==> src/ebt_map.svh <==
// Offsets, fields, reset values and timing for the eight-bit timer
// Included by the timer only; definitions only
`ifndef EBT_MAP_SVH
`define EBT_MAP_SVH

`define EBT_OFF_COUNT 8'h00
`define EBT_OFF_OPTION 8'h04
`define EBT_OFF_FLAG 8'h08
`define EBT_OFF_SLEEP 8'h0C
`define EBT_ADDR_BITS 8

`define EBT_OPT_RATE_LSB 0
`define EBT_OPT_BYPASS_BIT 3
`define EBT_OPT_EDGE_BIT 4
`define EBT_OPT_SOURCE_BIT 5
`define EBT_OPT_RESET 8'hFF

`define EBT_FLAG_OVF_BIT 0
`define EBT_FLAG_IE_BIT 1

`define EBT_CLK_HZ 10000000
`define EBT_INSTR_NS 400
`define EBT_INSTR_CYCLES ((`EBT_INSTR_NS * (`EBT_CLK_HZ / 1000000)) / 1000)
`define EBT_HOLD_INSTR 2

`endif

==> src/ebt_pkg.sv <==
// Types shared by the eight-bit timer
// Uses nothing from ebt_map.svh
package ebt_pkg;
  typedef struct packed {
    logic [1:0] htrans;
    logic hsel;
    logic hwrite;
    logic [2:0] hsize;
    logic [31:0] haddr;
    logic hready;
  } ebt_ahb_req_t;

  typedef struct packed {
    logic source_select;
    logic edge_select;
    logic bypass;
    logic [2:0] rate_code;
  } ebt_option_t;
endpackage

==> src/ebt_timer.sv <==
// Eight-bit timer/counter with eight-bit prescaler, AHB-Lite slave
// Assumes one 10 MHz clock; ext_count_input and sleep are asynchronous
//
// The placing of the registers and the AHB-Lite interface to the registers were left to the implementer.
`timescale 1ns/1ns
`default_nettype none
`include "ebt_map.svh"

// Function
// [RULE1] One eight-bit count register runs as timer or external edge counter.
// [RULE2] In timer mode with no prescaler it advances once per instruction cycle.
// [RULE3] Source select at zero picks the instruction clock.
// [RULE4] A software write to the count register holds counting for two instruction cycles.
// [RULE5] Software may adjust the written value to allow for that hold-off.
// [RULE6] In counter mode each selected edge of the external input advances the count.
// [RULE7] Source select at one picks the external input.
// [RULE8] Edge select picks rising (zero) or falling (one) transitions.
// [RULE9] The block owns a private eight-bit prescaler, not shared with the watchdog.
// [RULE10] The overflow is offered as a gate source for the sixteen-bit timer.
// [RULE11] Each wrap from FFh to 00h sets the overflow flag; only software clears it.
// [RULE12] Without bypass the rate code divides by 2 to 256; with bypass the ratio is 1:1.
// [RULE13] The prescaler is hidden from software and cleared by a count register write.
// [RULE14] During sleep the count freezes and no overflow can occur.
// [RULE15] The external input passes two flip-flops before edge detection.
module ebt_timer #(
  parameter int PRESCALE_BITS = 8,
  parameter int INSTR_CYCLES = `EBT_INSTR_CYCLES
) (
  // Clock and reset
  input wire logic hclk,
  input wire logic hresetn,
  // AHB-Lite slave
  input wire logic hsel,
  input wire logic [31:0] haddr,
  input wire logic [1:0] htrans,
  input wire logic hwrite,
  input wire logic [2:0] hsize,
  input wire logic [31:0] hwdata,
  input wire logic hready,
  output logic [31:0] hrdata,
  output logic hreadyout,
  output logic hresp,
  // Pins and neighbours
  input wire logic ext_count_input,
  input wire logic sleep_in,
  output logic overflow_pulse,
  output logic overflow_flag,
  output logic overflow_interrupt_enable
);
  import ebt_pkg::*;

  initial begin
    if (PRESCALE_BITS != 8 || INSTR_CYCLES < 1)
      $error("ebt_timer: unsupported parameters");
  end

  ebt_ahb_req_t req;
  assign req = '{htrans: htrans, hsel: hsel, hwrite: hwrite, hsize: hsize,
                 haddr: haddr, hready: hready};

  // Address phase capture
  logic wr_pend_reg;
  logic [`EBT_ADDR_BITS-1:0] wr_addr_reg;
  wire addr_phase = req.hsel && req.hready && req.htrans[1];
  always_ff @(posedge hclk or negedge hresetn) begin
    if (!hresetn) begin
      wr_pend_reg <= 1'b0;
      wr_addr_reg <= 8'h00;
    end else begin
      wr_pend_reg <= addr_phase && req.hwrite;
      if (addr_phase)
        wr_addr_reg <= req.haddr[`EBT_ADDR_BITS-1:0];
    end
  end

  wire wr_count = wr_pend_reg && wr_addr_reg == `EBT_OFF_COUNT;
  wire wr_option = wr_pend_reg && wr_addr_reg == `EBT_OFF_OPTION;
  wire wr_flag = wr_pend_reg && wr_addr_reg == `EBT_OFF_FLAG;

  // Instruction cycle enable
  logic [7:0] div_reg;
  wire instr_tick = div_reg == 8'(INSTR_CYCLES - 1);
  always_ff @(posedge hclk or negedge hresetn) begin
    if (!hresetn)
      div_reg <= 8'h00;
    else
      div_reg <= instr_tick ? 8'h00 : div_reg + 8'h01;
  end

  // [RULE15] two-stage synchroniser
  logic [2:0] ext_sync_reg;
  logic [1:0] sleep_sync_reg;
  always_ff @(posedge hclk or negedge hresetn) begin
    if (!hresetn) begin
      ext_sync_reg <= 3'h0;
      sleep_sync_reg <= 2'h0;
    end else begin
      ext_sync_reg <= {ext_sync_reg[1:0], ext_count_input};
      sleep_sync_reg <= {sleep_sync_reg[0], sleep_in};
    end
  end
  wire sleeping = sleep_sync_reg[1];

  ebt_option_t opt_reg;
  // [RULE8] edge polarity choice
  wire ext_rise = ext_sync_reg[1] && !ext_sync_reg[2];
  wire ext_fall = !ext_sync_reg[1] && ext_sync_reg[2];
  wire ext_edge = opt_reg.edge_select ? ext_fall : ext_rise;
  // [RULE3] [RULE7] source select
  wire src_pulse = opt_reg.source_select ? ext_edge : instr_tick;

  // [RULE9] private prescaler, never readable
  logic [PRESCALE_BITS-1:0] pre_reg;
  logic [PRESCALE_BITS-1:0] pre_next;
  logic [1:0] hold_reg;
  logic [7:0] count_reg;
  logic [7:0] count_next;
  // [RULE12] terminal count per rate code
  wire [PRESCALE_BITS-1:0] pre_last =
    PRESCALE_BITS'((9'h002 << opt_reg.rate_code) - 9'h001);
  wire pre_active = src_pulse && !sleeping && hold_reg == 2'h0;
  wire pre_done = pre_reg == pre_last;
  // [RULE2] [RULE12] bypass gives 1:1
  wire count_step = pre_active && (opt_reg.bypass || pre_done);
  // [RULE13] write clears prescaler
  assign pre_next = wr_count ? '0 :
                    (pre_active && !opt_reg.bypass) ?
                    (pre_done ? '0 : pre_reg + 1'b1) : pre_reg;

  // [RULE11] wrap from FFh
  wire wrap = count_step && count_reg == 8'hFF;
  // [RULE1] [RULE14] count update, frozen in sleep
  assign count_next = wr_count ? hwdata[7:0] :
                      count_step ? count_reg + 8'h01 : count_reg;

  always_ff @(posedge hclk or negedge hresetn) begin
    if (!hresetn) begin
      pre_reg <= '0;
      count_reg <= 8'h00;
    end else begin
      pre_reg <= pre_next;
      count_reg <= count_next;
    end
  end

  // [RULE4] two instruction cycles hold-off
  always_ff @(posedge hclk or negedge hresetn) begin
    if (!hresetn)
      hold_reg <= 2'h0;
    else if (wr_count)
      hold_reg <= 2'(`EBT_HOLD_INSTR);
    else if (instr_tick && hold_reg != 2'h0)
      hold_reg <= hold_reg - 2'h1;
  end

  // Option register, all ones after reset
  always_ff @(posedge hclk or negedge hresetn) begin
    if (!hresetn)
      opt_reg <= ebt_option_t'(6'h3F);
    else if (wr_option)
      opt_reg <= ebt_option_t'(hwdata[5:0]);
  end

  // [RULE11] set beats software clear
  always_ff @(posedge hclk or negedge hresetn) begin
    if (!hresetn) begin
      overflow_flag <= 1'b0;
      overflow_interrupt_enable <= 1'b0;
      overflow_pulse <= 1'b0;
    end else begin
      overflow_pulse <= wrap;
      if (wrap)
        overflow_flag <= 1'b1;
      else if (wr_flag)
        overflow_flag <= hwdata[`EBT_FLAG_OVF_BIT];
      if (wr_flag)
        overflow_interrupt_enable <= hwdata[`EBT_FLAG_IE_BIT];
    end
  end
  // [RULE10] overflow_pulse gates the sixteen-bit timer

  // Read data, taken in the data phase
  wire [`EBT_ADDR_BITS-1:0] rd_sel = wr_addr_reg;
  wire [31:0] rd_word =
    rd_sel == `EBT_OFF_COUNT ? {24'h0, count_reg} :
    rd_sel == `EBT_OFF_OPTION ? {26'h0, opt_reg} :
    rd_sel == `EBT_OFF_FLAG ? {30'h0, overflow_interrupt_enable, overflow_flag} :
    rd_sel == `EBT_OFF_SLEEP ? {31'h0, sleeping} : 32'h00000000;
  logic rd_pend_reg;
  always_ff @(posedge hclk or negedge hresetn) begin
    if (!hresetn)
      rd_pend_reg <= 1'b0;
    else
      rd_pend_reg <= addr_phase && !req.hwrite;
  end
  // Zero outside read data phases
  assign hrdata = rd_pend_reg ? rd_word : 32'h00000000;
  assign hreadyout = 1'b1;
  assign hresp = 1'b0;
endmodule
`default_nettype wire

==> config.mk <==
export PLATFORM = sky130hd
export DESIGN_NAME = ebt_timer
export DESIGN_NICKNAME = d
export VERILOG_FILES = /design/src/ebt_pkg.sv /design/src/ebt_timer.sv
export VERILOG_INCLUDE_DIRS = /design/src
export SDC_FILE = /design/constraint.sdc
export NUM_CORES = 1
export LEC_CHECK = 0
export BUFFER_PORTS_ARGS = -buffer_cell sky130_fd_sc_hd__buf_2
export CAP_MARGIN = 30
export CELL_PAD_IN_SITES_DETAIL_PLACEMENT = 1
export CELL_PAD_IN_SITES_GLOBAL_PLACEMENT = 2
export CORE_MARGIN = 1
export CORE_UTILIZATION = 30
export DETAILED_ROUTE_END_ITERATION = 10
export PLACE_DENSITY_LB_ADDON = 0.1
export SLEW_MARGIN = 0
export SYNTH_ARGS = -nofsm -noshare
export SYNTH_HDL_FRONTEND = slang
export SYNTH_SLANG_ARGS = --single-unit
==> constraint.sdc <==
create_clock -name hclk -period 3.41 [get_ports hclk]
set_input_delay 0.682 -clock hclk [delete_from_list [all_inputs] [get_ports hclk]]
set_output_delay 0.682 -clock hclk [all_outputs]
set_load 0.05 [all_outputs]
==> impl_metrics.toml <==
[global_route]
grt_max_degree = 26
antenna_violations_before_repair = 0
grt_pass1_vias = 2146
global_route.overflow_total = 0
grt_total_usage = 0.151
grt_first_pass_wirelength_mm = 11.4

[final_layout]
syn_to_final_growth_pct = 10.9
antenna_cells = 0
area_used_by_multi_input_combinational_logic_um2 = 1330
seqCellArea_um2 = 1260
layout-drive-gt1-share = 0.241
fillerInstances = 1046
design.final.nets = 398

[drt]
first_iter_violations = 80
final_antenna_net_count = 0
first_pass_iters = 7
post_drt_wl_per_cell_um = 15.3
drt-vias-per-instance = 4.91
final_routed_wirelength_across_all_metal_layers_mm = 6.54
drt_drc_violations_left = 5
vias_after_detailed_routing = 2096

[clock_tree]
worstSkewPairLatency_ns = 0.30
cts_tree = "built"
tritoncts.num_buffers = 5
post_cts.resized_instances = 0
cts_max_level = 2
post-cts-setup-buffers = 0
clockRootBuffer = "sky130_fd_sc_hd__clkbuf_8"
cts.clk_slew.worst_paths_ns = 0.09
cts_max_path_buffers = 2
cts.sink_count = 50
cts.hold.buffers_added = 0

[synth]
synth_edf_count = 0
synth_area_um2 = 2760
synth-async-reset-ratio = 1.00
dominant_combinational_cell_family_by_area_after_synthesis = "simple AND/OR/NAND/NOR gates"
yosysTopAreaCellShare = 0.399
synth_cell_types = 45
synth_most_common_cell = "sky130_fd_sc_hd__dfrtp_1"
synth_seq_area_share = 0.456
synth_top_cell_by_area = "sky130_fd_sc_hd__dfrtp_1"
synthSimpleGateAreaFrac = 0.198
dominantRegCellSynth = "sky130_fd_sc_hd__dfrtp_1"
synth_area_in_compound_gates = 0.110
synth-seq-cells = 50
synth_xor_xnor_area_share = 0.0349
yosys_warnings = 0
synth_adder_area_share = 0.0181
post_synth_inst_count = 280
synthTopCellsByArea = "sky130_fd_sc_hd__dfrtp_1 (40%), sky130_fd_sc_hd__buf_4 (7.1%), sky130_fd_sc_hd__mux2_2 (6.1%)"
mean_cell_area_of_the_mapped_netlist_um2 = 9.85
netlist_top_cells_count = "sky130_fd_sc_hd__dfrtp_1 (44), sky130_fd_sc_hd__buf_4 (26), sky130_fd_sc_hd__nor2_1 (23)"
muxShareOfSynthArea = 0.0875

[critical_path]
worst_setup_path_end_kind = "output pin"
critical-path-max-stage-delay_ns = 0.56
worst-endpoint-required_ns = 2.73
setup.reg_to_reg.worst_slack_ns = 0.85
critPathLaunch = "rd_sel[5]$_DFFE_PN0P_"
worstSetupEndpoint = "hrdata[7]"
cp_cell_sequence = "or4_1 -> nor3_1 -> buf_4 -> nand3_1 -> nor2_1 -> and2_1 -> buf_2"
critPathArrivalTime_ns = 2.48
reg2regPathDepth = 7
rr_startpoint = "pre_reg[4]$_DFFE_PN0P_"
timing.critical_path.from_type = "flip-flop"
timing.rr.end = "count_reg[3]$_DFFE_PN0P_"
critPathMaxFanout = 6
timing.critical_path.slowest_stage_cell = "sky130_fd_sc_hd__or4_1"
worst_setup_path_class = "flip-flop to output pin"

[power]
intPower_uw = 976
seq_power_share = 0.532
clkPwrFrac = 0.230
netSwitchingPower_uw = 523
power.density_nw_per_um2 = 490
vdd_drop_max_mv = 0.161
combPwrFrac = 0.237
sw_frac_of_total = 0.349
total_leakage_power_nw = 1.37

[sta]
timing.final.crit_share = 0.928
hold_viol_final = 0
setup_viol = 0
worst_slew_pin_slew_ns = 0.785
rsz0062_at_grt = "no"
final.setup.tns_ns = 0
slew_violations = 0
timing.slew.headroom = 0.476
period_minus_slack_ns = 3.16
fmax_ghz = 0.316
finClkSkew_ns = 0.00935
final_critical_path_setup_slack_ns = 0.246

[die]
floorplan.io_pins = 113
die_height_um = 97.9
initial_utilization = 0.313
design.die.area_um2 = 9580
die_w_um = 97.9
floorplan.core_area_um2 = 8810
placement_rows = 34

[run_status]
violations_in_the_final_reports = "DRC"
status = "finished with violations"

[placement]
dp_hpwl_mm = 4.85
finalWeightedCongestion = 0.712
post-place-ws_ns = 0.549
placement.io_buffers = 34

[flow_run]
max-cap-violations = 0

[worst_hold_path]
hold_path.class = "primary input to asynchronous set/reset pin"
[logic make-up (layout without fill, tap and decap cells)]
| logic type | after synthesis | in the layout |
|---|---|---|
| adders and majority gates | 4 | 4 |
| buffers and inverters | 42 | 57 |
| DFF | 50 | 50 |
| AOI/OAI and AO/OA | 48 | 48 |
| muxes | 21 | 21 |
| and+or+nand+nor | 102 | 102 |
| other | 2 | 26 |
| xor gates and xnor gates | 11 | 11 |
[per-stage QoR]
step                total power, mW  std cells  utilization  cell area, um^2  hold slack, ns
floorplan                      1.08        304            -             2850           0.331
global placement               1.16        418        0.337             2970           0.333
detailed placement             1.17        419        0.338             2980           0.336
CTS                            1.53        427        0.347             3060           0.359
global route                   1.62        427        0.347             3060           0.367
finish                         1.50        427        0.347             3060           0.355
[power groups by stage]
stage,sequential [mW],combinational [mW],clock [mW]
final,0.798,0.356,0.345
after CTS,0.800,0.362,0.368
after floorplan,0.770,0.309,0
after global routing,0.817,0.401,0.397
after global placement,0.807,0.351,0
after detailed placement,0.811,0.359,0
[layout make-up]
type                    instances  area share
flip-flops and latches         50       0.411
repair buffers                 40      0.0703
well taps                     108      0.0442
multi-input cells             212       0.436
clock inverters                 2     0.00327
inverters                       9      0.0110
clock buffers                   6      0.0237
[metal layers]
metal,share of wire,up-vias,wire length [um],GRT usage
li1,-,1008,-,-
met1,0.52,1048,3390,0.216
met2,0.44,35,2910,0.232
met3,0.026,5,171,0.0279
met4,0.011,0,70,0.0455
met5,0,-,0,0
[critical path, delay by kind of cell, from the launching register on]
| kind | cells | cell delay (ns) |
|---|---|---|
| DFF | 1 | 0.39 |
| buffers and inverters | 2 | 0.43 |
| and+or+nand+nor | 5 | 1.35 |
[worst min path at each step]
stage / end / slack (ns) / cells after the start
floorplan: ext_sync_reg[1]$_DFF_PN0_ / 0.33 / 0
global placement: sleep_sync_reg[1]$_DFF_PN0_ / 0.33 / 0
detailed placement: sleep_sync_reg[1]$_DFF_PN0_ / 0.34 / 0
CTS: sleep_sync_reg[1]$_DFF_PN0_ / 0.36 / 0
global route: ext_sync_reg[1]$_DFF_PN0_ / 0.37 / 0
finish: rd_pend_reg$_DFF_PN0_ / 0.36 / 1
[cells in the final DEF (no fill, tap or decap), drive strengths merged, types with 2 or more instances in the layout]
cell / netlist / final
a21oi: 14 / 14
a31oi: 11 / 11
and2: 3 / 3
and3: 8 / 8
buf: 28 / 40
clkbuf: 5 / 6
clkinv: 0 / 2
conb: 2 / 26
dfrtp: 44 / 44
dfstp: 6 / 6
ha: 4 / 4
inv: 9 / 9
mux2: 15 / 15
mux2i: 5 / 5
nand2: 20 / 20
nand2b: 2 / 2
nand3: 15 / 15
nand4: 3 / 3
nand4b: 2 / 2
nor2: 23 / 23
nor3: 4 / 4
o211ai: 2 / 2
o21ai: 11 / 11
o22ai: 5 / 5
or2: 2 / 2
or3: 11 / 11
or4: 4 / 4
xnor2: 9 / 9
xor2: 2 / 2
(Power assumes the default switching activity.)
